## config.mk

```make
export PLATFORM = sky130hd
export DESIGN_NAME = tdmi_device_flat
export DESIGN_NICKNAME = d
export VERILOG_FILES = /design/src/rtl/tdmi_pkg.sv /design/src/rtl/tdmi_if.sv /design/src/rtl/tdmi_device.sv /design/src/rtl/tdmi_sync.sv /design/src/flat_wrapper.sv
export VERILOG_INCLUDE_DIRS = /design/src /design/src/rtl
export SDC_FILE = /design/constraint.sdc
export NUM_CORES = 1
export LEC_CHECK = 0
export BUFFER_PORTS_ARGS = -buffer_cell sky130_fd_sc_hd__buf_2
export CORE_UTILIZATION = 42
export CTS_CLUSTER_SIZE = 16
export DETAILED_ROUTE_END_ITERATION = 8
export GPL_TIMING_DRIVEN = 0
export PLACE_DENSITY = 0.73
export SETUP_SLACK_MARGIN = 0.1
export SYNTH_ARGS = -nofsm -noshare
export SYNTH_HDL_FRONTEND = slang
export SYNTH_SLANG_ARGS = --single-unit
```

## constraint.sdc

```tcl
create_clock -name clock -period 1.55 [get_ports clock]
set_input_delay 0.0775 -clock clock [delete_from_list [all_inputs] [get_ports clock]]
set_output_delay 0.0775 -clock clock [all_outputs]
set_load 0.02 [all_outputs]
```

## src/rtl/tdmi_defs.svh

```systemverilog
// Purpose: Constants for the test and development mode interface.
// Assumes: Included by bare name in the device, host and sync files.
// Notes: Status codes, mode-select codes and timing counts.
`ifndef TDMI_DEFS_SVH
`define TDMI_DEFS_SVH

`define TDMI_ST_HALT_STEP 3'h0
`define TDMI_ST_HOLD 3'h1
`define TDMI_ST_SYNC 3'h2
`define TDMI_ST_WAIT 3'h3
`define TDMI_ST_IRET 3'h4
`define TDMI_ST_TRAP 3'h5
`define TDMI_ST_NONSEQ 3'h6
`define TDMI_ST_EXEC 3'h7
`define TDMI_ST_ACTIVITY_BIT 2

`define TDMI_MODE_LOAD_TEST 2'h0
`define TDMI_MODE_STEP 2'h1
`define TDMI_MODE_HALT 2'h2
`define TDMI_MODE_NORMAL 2'h3

// Host clock cycles counted down after each mode-select change; changes land at least four cycles apart
`define TDMI_MODE_GAP_CYCLES 4'h3
`define TDMI_SYNC_STAGES 2

`endif

```

## src/rtl/tdmi_pkg.sv

```systemverilog
// Purpose: Types for the test and development mode interface.
// Assumes: Nothing beyond the defs header.
// Notes: No constants live here.
package tdmi_pkg;
  typedef enum logic [1:0] {
    TDMI_LOAD_TEST,
    TDMI_STEP,
    TDMI_HALT,
    TDMI_NORMAL
  } tdmi_mode_t;

  typedef enum logic [1:0] {
    TDMI_RUN,
    TDMI_STOPPED,
    TDMI_STEPPING,
    TDMI_STEP_PARKED
  } tdmi_run_state_t;
endpackage

```

## src/rtl/tdmi_if.sv

```systemverilog
// Purpose: Pins between the device end and the development system end.
// Assumes: The host qualifies status pins with the enables.
// Notes: Status pins are three-state, floated under test.
`timescale 1ns/10ps
interface tdmi_if;
  logic [1:0] mode_select_inputs;
  logic [2:0] status_out;
  logic [2:0] status_oe;
  logic test_n;

  modport device (
    input mode_select_inputs,
    input test_n,
    output status_out,
    output status_oe
  );

  modport host (
    output mode_select_inputs,
    output test_n,
    input status_out,
    input status_oe
  );
endinterface // tdmi_if

```

## src/rtl/tdmi_device.sv

```systemverilog
// Purpose: Device end: status encoder and mode-select control.
// Assumes: Execute-stage condition flags come from the core on this clock.
// Notes: Halt/step entry waits for a data access in progress to finish.
// Summary of operation
// RQ1: Status codes 000 to 111 per condition
// RQ2: Status shows previous cycle's execute stage
// RQ3: Lowest code wins among simultaneous conditions
// RQ4: Multi-cycle ops: first executing, rest hold
// RQ5: Trap: first cycle trap code, rest hold
// RQ6: Top status bit low only when idle
// RQ7: Breakpoint with busy clear: one sync cycle
// RQ8: That breakpoint otherwise changes nothing
// RQ9: Mode select: 00 load, 01 step, 10 halt, 11 normal
// RQ10: Mode select is asynchronous, synchronised first
// RQ11: Host changes one mode bit at a time
// RQ12: Host spaces mode changes over one cycle
// RQ13: Broken mode rules need processor reset; the device does not detect them and resumes on normal
// RQ14: No direct load-test to normal move
// RQ15: Test input floats every output
// RQ16: Halt/step entered in two-three cycles
// RQ17: Step to normal advances one stage
// RQ18: Two flop stages per mode bit
`timescale 1ns/10ps
`include "tdmi_defs.svh"
module tdmi_device (
  input wire logic clock,
  input wire logic rst,
  tdmi_if.device pins,
  input wire logic ex_halt_step,
  input wire logic ex_hold,
  input wire logic ex_load_test,
  input wire logic ex_wait,
  input wire logic ex_iret,
  input wire logic ex_trap,
  input wire logic ex_nonseq,
  input wire logic ex_multi_start,
  input wire logic ex_multi_busy,
  input wire logic ex_trap_busy,
  input wire logic bp_match,
  input wire logic breakpoint_busy_flag,
  input wire logic data_access_busy,
  output logic advance_pulse,
  output logic run_enable,
  output logic [1:0] mode_now
);
  tdmi_pkg::tdmi_run_state_t state_reg;
  tdmi_pkg::tdmi_run_state_t state_next;
  logic [1:0] mode_sync;
  logic [1:0] mode_prev_reg;
  logic [2:0] code_next;
  logic [2:0] status_reg;
  logic [2:0] oe_reg;
  logic test_n_meta_reg;
  logic test_n_reg;
  logic advance_next;
  logic [6:0] cond_vec;

  // Mode select is sampled as an asynchronous level
  tdmi_sync #(.WIDTH(2), .RESET_VALUE(`TDMI_MODE_NORMAL)) tdmi_sync_inst ( // RQ10 RQ18
    .clock(clock),
    .rst(rst),
    .async_in(pins.mode_select_inputs),
    .sync_out(mode_sync)
  );

  // Test pin is asynchronous as well
  always_ff @(posedge clock or posedge rst) begin
    if (rst) begin
      test_n_meta_reg <= 1'b1;
      test_n_reg <= 1'b1;
    end else begin
      test_n_meta_reg <= pins.test_n;
      test_n_reg <= test_n_meta_reg;
    end
  end

  function automatic logic [2:0] tdmi_encode(input logic [8:0] cond);
    logic [2:0] code;
    code = `TDMI_ST_EXEC;
    if (cond[0]) code = `TDMI_ST_HALT_STEP; // RQ3
    else if (cond[1]) code = `TDMI_ST_HOLD;
    else if (cond[2]) code = `TDMI_ST_SYNC;
    else if (cond[3]) code = `TDMI_ST_WAIT;
    else if (cond[4]) code = `TDMI_ST_IRET;
    else if (cond[5]) code = `TDMI_ST_TRAP;
    else if (cond[6]) code = `TDMI_ST_NONSEQ;
    return code;
  endfunction

  // Halt and step stop the core alike; only the way out differs
  function automatic logic tdmi_stop_mode(input logic [1:0] mode);
    logic stop;
    stop = (mode == `TDMI_MODE_HALT) || (mode == `TDMI_MODE_STEP); // RQ9
    return stop;
  endfunction

  // Hold covers the later cycles of multi-cycle ops and traps; a trap's first cycle shows the trap code, an op's first shows executing
  always_comb begin
    cond_vec = 7'h00;
    cond_vec[0] = ex_halt_step | (state_reg != tdmi_pkg::TDMI_RUN); // RQ1 RQ6
    cond_vec[1] = ex_hold | ex_multi_busy | ex_trap_busy; // RQ4 RQ5
    cond_vec[2] = ex_load_test | (bp_match & ~breakpoint_busy_flag & (state_reg == tdmi_pkg::TDMI_RUN)); // RQ7 RQ8
    cond_vec[3] = ex_wait;
    // The opening cycle of an interrupt return counts as executing, like any multi-cycle op
    cond_vec[4] = ex_iret & ~ex_multi_start & ~ex_multi_busy; // RQ4
    cond_vec[5] = ex_trap & ~ex_trap_busy; // RQ5
    cond_vec[6] = ex_nonseq;
    code_next = tdmi_encode({2'b00, cond_vec});
  end

  // Registered view: one cycle behind the execute stage
  always_ff @(posedge clock or posedge rst) begin
    if (rst) begin
      status_reg <= `TDMI_ST_HALT_STEP;
    end else begin
      status_reg <= code_next; // RQ2
    end
  end

  // Enables are low in reset, so the status nets float until the first edge after release
  always_ff @(posedge clock or posedge rst) begin
    if (rst) begin
      oe_reg <= 3'h0;
    end else begin
      oe_reg <= {3{test_n_reg}}; // RQ15
    end
  end

  assign pins.status_out = status_reg;
  assign pins.status_oe = oe_reg;

  // Run control; illegal mode sequences are not detected, so a load-test to normal move resumes like any other
  always_comb begin
    state_next = state_reg;
    advance_next = 1'b0;
    case (state_reg)
      tdmi_pkg::TDMI_RUN: begin
        if (tdmi_stop_mode(mode_sync) && !data_access_busy) begin
          state_next = tdmi_pkg::TDMI_STOPPED; // RQ16
        end
      end
      // Load test keeps the core stopped; only normal lets it go
      tdmi_pkg::TDMI_STOPPED: begin
        if (mode_sync == `TDMI_MODE_NORMAL && mode_prev_reg == `TDMI_MODE_STEP) begin
          state_next = tdmi_pkg::TDMI_STEPPING; // RQ17
          advance_next = 1'b1;
        end else if (mode_sync == `TDMI_MODE_NORMAL) begin
          state_next = tdmi_pkg::TDMI_RUN; // RQ13 RQ14
        end
      end
      // The advance lasts until any data access it began has finished
      tdmi_pkg::TDMI_STEPPING: begin
        if (!data_access_busy) begin
          state_next = tdmi_pkg::TDMI_STEP_PARKED; // RQ17
        end
      end
      // Parked after a step although the pins still read normal
      tdmi_pkg::TDMI_STEP_PARKED: begin
        if (tdmi_stop_mode(mode_sync)) begin
          state_next = tdmi_pkg::TDMI_STOPPED;
        end
      end
      default: state_next = tdmi_pkg::TDMI_RUN;
    endcase
  end

  always_ff @(posedge clock or posedge rst) begin
    if (rst) begin
      state_reg <= tdmi_pkg::TDMI_RUN;
    end else begin
      state_reg <= state_next;
    end
  end

  // Previous synchronised mode tells the 01 to 11 step edge apart from 10 to 11
  always_ff @(posedge clock or posedge rst) begin
    if (rst) begin
      mode_prev_reg <= `TDMI_MODE_NORMAL;
    end else begin
      mode_prev_reg <= mode_sync; // RQ9 RQ17
    end
  end

  // One-cycle strobe asks the core to move one pipeline stage
  always_ff @(posedge clock or posedge rst) begin
    if (rst) begin
      advance_pulse <= 1'b0;
    end else begin
      advance_pulse <= advance_next; // RQ17
    end
  end

  // Taken from the next state so the core stops on the same edge as the state machine
  always_ff @(posedge clock or posedge rst) begin
    if (rst) begin
      run_enable <= 1'b1;
    end else begin
      run_enable <= (state_next == tdmi_pkg::TDMI_RUN); // RQ16
    end
  end

  always_ff @(posedge clock or posedge rst) begin
    if (rst) begin
      mode_now <= `TDMI_MODE_NORMAL;
    end else begin
      mode_now <= mode_sync; // RQ9
    end
  end
endmodule // tdmi_device

```

## src/rtl/tdmi_sync.sv

```systemverilog
// Purpose: Two-flop synchroniser for a bus of asynchronous levels.
// Assumes: Each bit changes at most once per two destination cycles.
// Notes: The first stage feeds only the second.
`timescale 1ns/10ps
`include "tdmi_defs.svh"
module tdmi_sync #(
  parameter int WIDTH = 2,
  parameter logic [WIDTH-1:0] RESET_VALUE = '1
) (
  input wire logic clock,
  input wire logic rst,
  input wire logic [WIDTH-1:0] async_in,
  output logic [WIDTH-1:0] sync_out
);
  logic [WIDTH-1:0] meta_reg;

  if (WIDTH < 1) begin : g_bad_width
    $error("tdmi_sync: WIDTH must be at least 1");
  end

  generate
    for (genvar i = 0; i < WIDTH; i++) begin : g_bit
      always_ff @(posedge clock or posedge rst) begin
        if (rst) begin
          meta_reg[i] <= RESET_VALUE[i];
          sync_out[i] <= RESET_VALUE[i];
        end else begin
          meta_reg[i] <= async_in[i];
          sync_out[i] <= meta_reg[i];
        end
      end
    end
  endgenerate
endmodule // tdmi_sync

```

## src/flat_wrapper.sv

```systemverilog
// flat-port wrapper written by rule: the top's interface ports become plain ports
module tdmi_device_flat 
  (clock, rst, ex_halt_step, ex_hold, ex_load_test, ex_wait, ex_iret, ex_trap, ex_nonseq, ex_multi_start, ex_multi_busy, ex_trap_busy, bp_match, breakpoint_busy_flag, data_access_busy, advance_pulse, run_enable, mode_now, pins_mode_select_inputs, pins_test_n, pins_status_out, pins_status_oe);
  tdmi_if pins_i ();
  input wire logic clock;
  input wire logic rst;
  input wire logic ex_halt_step;
  input wire logic ex_hold;
  input wire logic ex_load_test;
  input wire logic ex_wait;
  input wire logic ex_iret;
  input wire logic ex_trap;
  input wire logic ex_nonseq;
  input wire logic ex_multi_start;
  input wire logic ex_multi_busy;
  input wire logic ex_trap_busy;
  input wire logic bp_match;
  input wire logic breakpoint_busy_flag;
  input wire logic data_access_busy;
  output logic advance_pulse;
  output logic run_enable;
  output logic [1:0] mode_now;
  input wire logic [$bits(pins_i.mode_select_inputs)-1:0] pins_mode_select_inputs;
  input wire logic [$bits(pins_i.test_n)-1:0] pins_test_n;
  output wire logic [$bits(pins_i.status_out)-1:0] pins_status_out;
  output wire logic [$bits(pins_i.status_oe)-1:0] pins_status_oe;
  assign pins_i.mode_select_inputs = pins_mode_select_inputs;
  assign pins_i.test_n = pins_test_n;
  assign pins_status_out = pins_i.status_out;
  assign pins_status_oe = pins_i.status_oe;
  tdmi_device u_core (.clock(clock), .rst(rst), .pins(pins_i), .ex_halt_step(ex_halt_step), .ex_hold(ex_hold), .ex_load_test(ex_load_test), .ex_wait(ex_wait), .ex_iret(ex_iret), .ex_trap(ex_trap), .ex_nonseq(ex_nonseq), .ex_multi_start(ex_multi_start), .ex_multi_busy(ex_multi_busy), .ex_trap_busy(ex_trap_busy), .bp_match(bp_match), .breakpoint_busy_flag(breakpoint_busy_flag), .data_access_busy(data_access_busy), .advance_pulse(advance_pulse), .run_enable(run_enable), .mode_now(mode_now));
endmodule
```

Yosys cells after proc, flatten, opt, wreduce, memory -nomap -nowiden
Cells that the tools add are included.
- logic and storage cells: 54
- register bits after elaboration: 16
- output and inout port bits: 10
- bits of input ports: 18
- reduce and logical (&&, ||, !) cells: 7
- muxes and demuxes: 15
- equality and inequality tests: 7
- bitwise gates (word level): 13
- operator list (operator ; count):
    two-way mux 3 bit ; 6
    two-way mux 2 bit ; 5
    == test 2 bit, second input constant ; 4
    case mux 2 bit (4 select lines) ; 1
    == test 2 x 1 -> 1 bit, second input constant ; 3
    bitwise AND 1 bit ; 5
    logical NOT 2 bit ; 2
    inverter 1 bit ; 4
    OR 1 bit ; 4
    two-way mux 1 bit ; 3
    logical AND 1 bit ; 2
    nonzero test 2 bit ; 1
    logical NOT 1 bit ; 1
    logical OR 1 bit ; 1

Longest topological paths before layout
Gate-level depths: netlist of run 1.
- depth after elaboration: 8
- mapped depth: 5
- gate-level depth less buffers: 5

Modules after synthesis
From an unflattened synthesis of run 1, not the netlist that was laid out.
- cells, all modules: 49
- area, all modules: 624.3 um^2
- modules (own cells, without submodules) (module ; sequential area each (um^2) ; area an instance (um^2) ; instances ; cells an instance):
    tdmi_device ; 306.5 ; 515.5 ; 1 ; 44
    tdmi_sync ; 105.1 ; 108.9 ; 1 ; 5

Worst setup path after synthesis of run 1
No wires, ideal clock.
- kind: flip-flop to flip-flop
- start point: register u_core.tdmi_sync_inst.sync_out[0]
- end point: register u_core.run_enable
- clock period less this slack: 1.154 ns
- arrival time: 1.087 ns
- buffers on the path: 0
- stages on the path, launching flop included: 6
- library setup time: 0.067 ns
- slack: 0.396 ns
- required time: 1.483 ns
- cell sequence: dfstp_2 > ha_1 > nor2_1 > a21oi_1 > a2bb2oi_1 > nor2_1
- word-level cells in the longest chain between the ends: 6
- elaborated cells between the ends (all ways): 12
- those cells by class: 3 x eq/ne; 5 x mux; 4 x reduce/logical
- RTL lines (item ; RTL line ; text):
    start: declaration ; tdmi_sync.sv:13 ; output logic [WIDTH-1:0] sync_out
    start signal: indexed assignment ; tdmi_sync.sv:26 ; sync_out[i] <= RESET_VALUE[i];
    start signal: indexed assignment ; tdmi_sync.sv:29 ; sync_out[i] <= meta_reg[i];
    == test 2 bit (no source line) / == test 2 x 1 -> 1 bit (equally long branches) ; n/a ;
    logical OR 1 bit ; tdmi_device.sv:93 ; stop = (mode == `TDMI_MODE_HALT) || (mode == `TDMI_MODE_STEP);
    logical AND 1 bit ; tdmi_device.sv:138 ; if (tdmi_stop_mode(mode_sync) && !data_access_busy) begin
    two-way mux 2 bit ; tdmi_device.sv:138 ;
    case mux 2 bit (4 select lines) (*) ; tdmi_device.sv:136 ; case (state_reg)
    named net u_core.state_next[0] ; tdmi_device.sv:47 ; tdmi_pkg::tdmi_run_state_t state_next;
    logical NOT 2 bit (*) ; tdmi_device.sv:198 ; run_enable <= (state_next == tdmi_pkg::TDMI_RUN);
    end signal: assignment ; tdmi_device.sv:198 ;
    end: declaration ; tdmi_device.sv:43 ; output logic run_enable,
Mark *: on every way through the listed nets, which the timed path passes. The rest lies on a longest branch.

Final worst setup path of run 1
- start point: register u_core.tdmi_sync_inst.sync_out[1]
- end point: register u_core.run_enable
Same word-level chain as after synthesis.

==> flow_metrics.tcl, run 1 <==
set metrics [dict create \
    core_area_um2 1300 \
    layout_commonest_cell "buf_2" \
    grtUsageMet3 0.0455 \
    fmax_mhz 823 \
    netlist_instances 44 \
    finalSetupTns_ps 0 \
    synth_top_area_frac 0.400 \
    hold_path.class "input pin to register" \
    cts_tree "built" \
    insertedDiodeCount 0 \
    vias 454 \
    cts-root-buf "clkbuf_4" \
    finalClockSkew_ps 9.28 \
    drive_gt1_frac 0.543 \
    final_cell_mix "27 x buf_2, 9 x dfstp_2, 7 x dfrtp_1, 6 x dlygate4sd3_1" \
    fillers 115 \
    die_x_um 39.5 \
    numPortBuffers 27 \
    gp_congestion 0.644 \
    grt_max_degree 17 \
    crit_arrival_ps 1430 \
    synthDistinctLibCells 19 \
    use_met1 0.173 \
    wl_um 988 \
    grt_use_met2 0.295 \
    grtUsageTotal 0.168 \
    grt-ovfl-total 0 \
    initial_core_util 0.454 \
    antenna_found_initial 0 \
    die-area_um2 1560 \
    cts_made_buffers 3 \
    fin_crit_sh 0.784 \
    clockBufferDepth 2 \
    worst_ir_drop_vdd_mv 0.570 \
    drt_iter0_drc 0 \
    drc 0 \
    hold_viol_final 0 \
    htree_num_levels 1 \
    synthTopCellsByArea "dfstp_2 40%, dfrtp_1 30%, nor3_1 2.5%" \
    ant_nets 0 \
    wl_per_cell_um 10.3 \
    synth_area_um2 591 \
    worst_pin_slew_ps 565 \
    nNetsFinal 101 \
    syn_area_per_cell_um2 13.4 \
    dr.pass1.iters 1 \
    place.detailed.hpwl_um 754 \
    pin_count 28 \
    grt_pass1_vias 409 \
    cp-end-kind "register" \
    drv_slew 0 \
    avgViaCountPerCell 4.73 \
    top_usage_layer "met2" \
    ys_seq_area_frac 0.697 \
    cts_sinks 16 \
    rsz0062_at_grt "false" \
    status "completed" \
    ys_seq_elements 16 \
    clkTransAtPathRegs_ps 90 \
    maxSlewHeadroom 0.623 \
    cp_data_required_time_ps 1770 \
    rows 13 \
    maxCapViolCount 0 \
    cts_setup_buffers 0 \
    finalWorstSetupSlack_ps 335 \
    clock_insertion_delay_worst_skew_ps 270 \
    leakagePower_nw 0.419 \
    preCtsSetupSlack_ps 336 \
    whs_path_depth 3 \
    area_growth_pct 40.7 \
    path_max_fanout 2 \
    path_class "register to register" \
    worstRegToRegCells 5 \
    die_y_um 39.5 \
    synth_top_area_cell "dfstp_2" \
    grt_pass1_wl_um 1640 \
    syn_nets 63 \
    yosysWarnings 0 \
    power_density_nw_per_um2 1160 \
    layout_min_cycle_time_ps 1220 \
    largest_reg_flops 3 \
    start_kind "register" \
    setup_viol 0 \
]
[layout make-up]
type | count | area (um^2) | share of cell area
multi-input cells | 23 | 153 | 0.184
plain buffers | 2 | 15.0 | 0.0181
well taps | 15 | 18.8 | 0.0226
flip-flops and latches | 16 | 412 | 0.495
repair buffers | 33 | 195 | 0.235
clock buffers | 4 | 26.3 | 0.0316
inverters | 3 | 11.3 | 0.0136
[power breakdown]
part / total (mW) / internal (mW) / switching (mW)
clock network: 0.217 / 0.0994 / 0.118
logic: 0.211 / 0.0982 / 0.112
registers: 0.533 / 0.489 / 0.0442
[critical path: stages, from the launching register on]
cell	delay, ps
dfstp_2	540
ha_1	230
nor2_1	90
a21oi_1	50
a2bb2oi_1	150
nor2_1	100
[what timing repair did]
item,CTS,global route
hold endpoints to repair,12,0
hold buffers,6,0
resized for setup,0,0
[per-stage QoR]
| stage | area [um^2] | power [mW] | hold slack, ps | cells | util |
|---|---|---|---|---|---|
| 3_3_place_gp | 744 | 0.736 | 151 | 86 | 0.572 |
| 4_1_cts | 831 | 0.974 | 59.2 | 96 | 0.638 |
| 3_5_place_dp | 744 | 0.745 | 161 | 86 | 0.572 |
| 6_report | 831 | 0.961 | 64.4 | 96 | 0.638 |
| 2_1_floorplan | 591 | 0.670 | -15.2 | 44 | - |
| 5_1_grt | 831 | 1.02 | 72.4 | 96 | 0.638 |
[synthesized netlist by cell type]
cell	n
a21boi_1	1
a21o_2	1
a21oi_1	2
a2bb2oi_1	1
a311oi_1	1
buf_4	2
dfrtp_1	7
dfstp_2	9
ha_1	1
inv_1	3
nand2_1	3
nand2b_1	2
nor2_1	3
nor3_1	3
nor4_2	1
nor4b_2	1
o21ai_0	1
o31ai_1	1
or2_1	1
[cell families (layout without fill, tap and decap cells)]
logic type      count (synthesis)  in the layout  synth area share
flops                          16             16             0.697
simple gates                   14             14             0.142
compound gates                  8              8            0.0953
buf+inv                         5             42            0.0445
fa+ha+maj                       1              1            0.0212
[per-layer routing]
metal | vias up | wire [um]
met5 | - | 0
met4 | 0 | 12
met3 | 2 | 80
met2 | 22 | 496
met1 | 208 | 398
li1 | 222 | -
[path summary, 6_finish.rpt]
check                           slack, ps                                end                               from
max in group asynchronous             780                  u_core.test_n_reg                                rst
worst min register to register        360  u_core.tdmi_sync_inst.sync_out[0]  u_core.tdmi_sync_inst.meta_reg[0]
min in group asynchronous             390          u_core.pins.status_out[2]                                rst
worst min-delay path                   60          u_core.pins.status_out[0]                            ex_hold
worst max-delay path                  330                  u_core.run_enable  u_core.tdmi_sync_inst.sync_out[1]
worst max register to register        330                  u_core.run_enable  u_core.tdmi_sync_inst.sync_out[1]
No activity file was read; power rests on OpenSTA's default activity.
==> run 2: changes to the inputs <==
--- a/config.mk
+++ b/config.mk
@@ -6,12 +6,13 @@
 export SDC_FILE = /design/constraint.sdc
 export NUM_CORES = 1
 export LEC_CHECK = 0
+export ABC_AREA = 1
 export BUFFER_PORTS_ARGS = -buffer_cell sky130_fd_sc_hd__buf_2
-export CORE_UTILIZATION = 42
+export CORE_UTILIZATION = 39
 export CTS_CLUSTER_SIZE = 16
 export DETAILED_ROUTE_END_ITERATION = 8
 export GPL_TIMING_DRIVEN = 0
-export PLACE_DENSITY = 0.73
+export PLACE_DENSITY = 0.71
 export SETUP_SLACK_MARGIN = 0.1
 export SYNTH_ARGS = -nofsm -noshare
 export SYNTH_HDL_FRONTEND = slang
==> constraint.sdc (replaced) <==
create_clock -name clock -period 1.09 [get_ports clock]
set_input_delay 0.0545 -clock clock [delete_from_list [all_inputs] [get_ports clock]]
set_output_delay 0.0545 -clock clock [all_outputs]
set_load 0.02 [all_outputs]
==> flow_metrics.tcl, run 2 <==
set metrics [dict create \
    status "complete, but fails checks" \
    violations "negative setup slack" \
    synth_top_area_cell "dfstp_2" \
    drt_iter0_drc 2 \
    area_growth_pct 57.6 \
    crit_arrival_ps 1350 \
    hold_path.class "input pin to register" \
    whs_ps 21.7 \
    yosys-top-cells-count "9 x dfstp_2, 9 x inv_1, 9 x nand2_1, 7 x dfrtp_1, 4 x a21oi_1" \
    grt_pass1_wl_um 1760 \
    cts_sinks 16 \
    antenna_found_initial 0 \
    worst_ir_drop_vdd_mv 1.16 \
    vias 492 \
    hold_viol_final 0 \
    cp_data_required_time_ps 1300 \
    pin_count 28 \
    ant_nets 0 \
    fmax_mhz 881 \
    rsz0062_at_grt "true" \
    nNetsFinal 115 \
    place.detailed.hpwl_um 782 \
    wl_um 1040 \
    drive_gt1_frac 0.653 \
    clockBufferDepth 2 \
    layout_commonest_cell "buf_2" \
    largest_reg_flops 3 \
    worst_pin_slew_ps 555 \
    die_y_um 41.9 \
    synthDistinctLibCells 18 \
    cts-root-buf "clkbuf_4" \
    drc 0 \
    clkTransAtPathRegs_ps 90 \
    final_cell_mix "22 x buf_2, 9 x dfstp_2, 8 x nand2_1" \
    grt_max_degree 17 \
    maxCapViolCount 0 \
    fin_crit_sh 1.04 \
    initial_core_util 0.416 \
    syn_nets 75 \
    netlist_instances 56 \
    gp_congestion 0.712 \
    ys_seq_elements 16 \
    cts_made_buffers 3 \
    yosysWarnings 0 \
    async_flop_share 1.00 \
    finalWorstSetupSlack_ps -45.3 \
    grtUsageTotal 0.132 \
    core_area_um2 1490 \
    fin_area_um2 976 \
    clock_insertion_delay_worst_skew_ps 270 \
    layout_min_cycle_time_ps 1140 \
    syn_area_per_cell_um2 11.1 \
    insertedDiodeCount 0 \
    grt-ovfl-total 0 \
    power_density_nw_per_um2 1710 \
    grt_pass1_vias 504 \
    ys_seq_area_frac 0.665 \
    finalClockSkew_ps 3.17 \
    dr.pass1.iters 2 \
    cts_tree "built" \
    dpl-instance-area_um2 800 \
    synth_edf_count 0 \
    htree_num_levels 1 \
    avgViaCountPerCell 4.43 \
    setup_viol 2 \
    die-area_um2 1750 \
    path_max_fanout 2 \
    cp-end-kind "register" \
    maxSlewHeadroom 0.630 \
    path_class "register to register" \
    die_x_um 41.9 \
    leakagePower_nw 0.500 \
    synthFlopType "dfstp_2" \
    start_kind "register" \
    reg2reg_slack_ps -50 \
    synthTopCellsByArea "dfstp_2 38%, dfrtp_1 28%, inv_1 5.5%" \
    drv_slew 0 \
    rows 14 \
    wl_per_cell_um 9.41 \
    synth_top_area_frac 0.382 \
    synth_area_um2 619 \
    numPortBuffers 27 \
]
## run 2: kinds of logic after synthesis
logic type | synth area share
fa+ha+maj | 0.0202
buf+inv | 0.0909
compound gates | 0.0747
simple gates | 0.149
flops | 0.665
## run 2: final timing paths
check / from / endpoint / depth (start not counted)
max: u_core.tdmi_sync_inst.sync_out[1] / u_core.run_enable / 4
min: ex_halt_step / u_core.pins.status_out[0] / 4
max reg2reg: u_core.tdmi_sync_inst.sync_out[1] / u_core.run_enable / 4
min reg2reg: u_core.test_n_meta_reg / u_core.test_n_reg / 0
max in group asynchronous: rst / u_core.run_enable / 3
min in group asynchronous: rst / u_core.pins.status_oe[0] / 3
## run 2: metal layers
metal / GRT usage / up-vias / wire [um]
met1: 0.137 / 227 / 456
met4: 0.0839 / 0 / 10
li1: - / 248 / -
met2: 0.234 / 15 / 525
met5: 0 / - / 0
met3: 0.0304 / 2 / 52
## run 2: stage by stage
stage	worst slack, ps	util	TNS [ps]	instances	power (mW)
global placement	-8.85	0.537	-8.85	99	1.16
CTS	-47.2	0.633	-55.4	110	1.63
global route	-78.6	0.655	-133	111	1.76
floorplan	23.5	-	0	56	1.06
finish	-45.3	0.655	-70.6	111	1.67
detailed placement	-41.7	0.537	-41.7	99	1.17
## run 2: what timing repair did
item,CTS,global route
hold buffers,5,0
gates resized for setup,13,7
endpoints found under the setup margin,11,12
setup buffers,2,1
pin swaps,2,2
endpoints found under the hold margin,11,0
cloned,0,0
## run 2: cell type report
type / instances / area, um^2
fillers: 111 / 513
flip-flops and latches: 16 / 412
repair buffers: 35 / 239
multi-input cells: 27 / 205
inverters: 11 / 41.3
clock buffers: 4 / 36.3
plain buffers: 2 / 22.5
well taps: 16 / 20.0
## run 2: power by group
part	switching [mW]	internal [mW]	leakage [nW]
clock	0.162	0.203	0.0210
sequential	0.0507	0.700	0.186
combinational	0.293	0.258	0.292
## run 2: critical path, cell delays in order (launching register included)
cell,delay [ps]
dfstp_2,560
ha_4,150
a21oi_2,40
or2_4,250
nor2_2,80
==> run 3: changes to the inputs <==
--- a/config.mk
+++ b/config.mk
@@ -8,11 +8,11 @@
 export LEC_CHECK = 0
 export ABC_AREA = 1
 export BUFFER_PORTS_ARGS = -buffer_cell sky130_fd_sc_hd__buf_2
-export CORE_UTILIZATION = 39
+export CORE_UTILIZATION = 43
 export CTS_CLUSTER_SIZE = 16
 export DETAILED_ROUTE_END_ITERATION = 8
 export GPL_TIMING_DRIVEN = 0
-export PLACE_DENSITY = 0.71
+export PLACE_DENSITY = 0.74
 export SETUP_SLACK_MARGIN = 0.1
 export SYNTH_ARGS = -nofsm -noshare
 export SYNTH_HDL_FRONTEND = slang
==> constraint.sdc (replaced) <==
create_clock -name clock -period 1.3 [get_ports clock]
set_input_delay 0.065 -clock clock [delete_from_list [all_inputs] [get_ports clock]]
set_output_delay 0.065 -clock clock [all_outputs]
set_load 0.02 [all_outputs]
==> flow_metrics.tcl, run 3 (synthesized netlist as in run 2, its figures left out) <==
set metrics [dict create \
    status "completed" \
    cts_made_buffers 3 \
    path_max_fanout 2 \
    fin_crit_sh 0.892 \
    initial_core_util 0.470 \
    cts_tree "built" \
    fmax_mhz 862 \
    cp.depth 4 \
    total_power_mw 1.23 \
    timing.rr.start "u_core.tdmi_sync_inst.sync_out[1]" \
    cts_setup_buffers 0 \
    numPortBuffers 27 \
    hold_path.class "input pin to register" \
    htree_num_levels 1 \
    drt_iter0_drc 1 \
    finalSetupTns_ps 0 \
    cp-startpoint "u_core.tdmi_sync_inst.sync_out[1]" \
    power_density_nw_per_um2 1410 \
    cp_slowest_cell "dfstp_2" \
    grt-ovfl-total 0 \
    insertedDiodeCount 0 \
    wl_um 1080 \
    maxSlewHeadroom 0.620 \
    final_cell_mix "27 x buf_2, 9 x inv_1, 9 x nand2_1, 9 x dfstp_2, 7 x dfrtp_1" \
    place.detailed.hpwl_um 770 \
    worstRegToRegCells 4 \
    core_area_um2 1320 \
    clockBufferDepth 2 \
    antenna_found_initial 0 \
    r2r_end "u_core.run_enable" \
    clkTransAtPathRegs_ps 90 \
    reg2reg_slack_ps 140 \
    drive_gt1_frac 0.565 \
    cp-end-kind "register" \
    drv_slew 0 \
    area_growth_pct 40.8 \
    cp_num_buf_inv 0 \
    worst_ir_drop_vdd_mv 0.674 \
    drc 0 \
    nNetsFinal 112 \
    vias 469 \
    path_class "register to register" \
    setup_viol 0 \
    dp_cells 98 \
    dpl-instance-area_um2 773 \
    die-area_um2 1600 \
    grt_pass1_wl_um 1680 \
    wl_per_cell_um 10.0 \
    grt_pass1_vias 427 \
    slowest_delay_ps 560 \
    dr.pass1.iters 4 \
    gp_congestion 0.766 \
    cp-endpoint "u_core.run_enable" \
    hold_viol_final 0 \
    worst_pin_slew_ps 570 \
    ant_nets 0 \
    fillers 103 \
    die_y_um 40.0 \
    rows 13 \
    layout_commonest_cell "buf_2" \
    crit_family "flip-flops" \
    largest_reg_flops 3 \
    cp_data_required_time_ps 1520 \
    finalClockSkew_ps 10.9 \
    rsz0062_at_grt "false" \
    clock_insertion_delay_worst_skew_ps 280 \
    maxCapViolCount 0 \
    fin_area_um2 872 \
    leakagePower_nw 0.463 \
    fin_cells 107 \
    layout_min_cycle_time_ps 1160 \
    pin_count 28 \
    start_kind "register" \
    crit_chain "ha_4, a21oi_2, or2_4, nor2_2" \
    cts_sinks 16 \
    grtUsageTotal 0.162 \
    cts-root-buf "clkbuf_4" \
    avgViaCountPerCell 4.38 \
    die_x_um 40.0 \
    grt_max_degree 17 \
    crit_arrival_ps 1380 \
]
==> run 3: cell types whose count changed in the layout (fill, tap and decap cells not counted), sizes merged <==
cell	previous run	this run
buf	32	29
==> run 3: metrics by stage <==
stage          utilization  setup WS (ps)  hold WS (ps)
2_1_floorplan            -            187         -27.7
3_3_place_gp         0.587            152           141
3_5_place_dp         0.587            133           135
4_1_cts              0.645            114          4.21
5_1_grt              0.662            102          20.9
6_report             0.662            140          6.74
==> run 3: worst register-to-register path, cell delays in order, from the launching register on <==
cell and delay, ps:
dfstp_2 560, ha_4 210, a21oi_2 150, or2_4 150, nor2_2 40
==> run 3: worst min-delay path by stage <==
stage,start,to,cells after the start
2_1_floorplan,rst,u_core.advance_pulse,1
3_3_place_gp,rst,u_core.pins.status_out[2],2
3_5_place_dp,rst,u_core.pins.status_out[1],2
4_1_cts,ex_halt_step,u_core.pins.status_out[0],4
5_1_grt,ex_halt_step,u_core.pins.status_out[0],4
6_report,ex_halt_step,u_core.pins.status_out[0],4
==> run 3: timing repair <==
action	CTS	global route
hold buffers	5	0
setup endpoints to repair	0	1
gates resized for setup	0	3
hold endpoints to repair	11	0
==> run 3: metal layers <==
layer	track usage	part of all wire	routed length, um	up-vias
met5	0	0	0	-
met4	0.0517	0.012	13	0
met3	0.0667	0.045	48	2
met2	0.278	0.51	543	12
met1	0.181	0.44	470	214
li1	-	-	-	241
==> run 3: area by class of cell <==
cell class | instances | area, um^2 | share of cell area
Buffer | 2 | 15.0 | 0.0172
Clock buffer | 4 | 26.3 | 0.0301
Inverter | 11 | 41.3 | 0.0473
Multi-Input combinational cell | 27 | 174 | 0.199
Sequential cell | 16 | 412 | 0.472
Tap cell | 15 | 18.8 | 0.0215
Timing Repair Buffer | 32 | 185 | 0.212
==> run 3: report_power, final <==
group          internal, mW  total, mW  switching [mW]
logic                 0.134      0.335           0.201
registers             0.586      0.635          0.0488
clock network         0.119      0.257           0.138
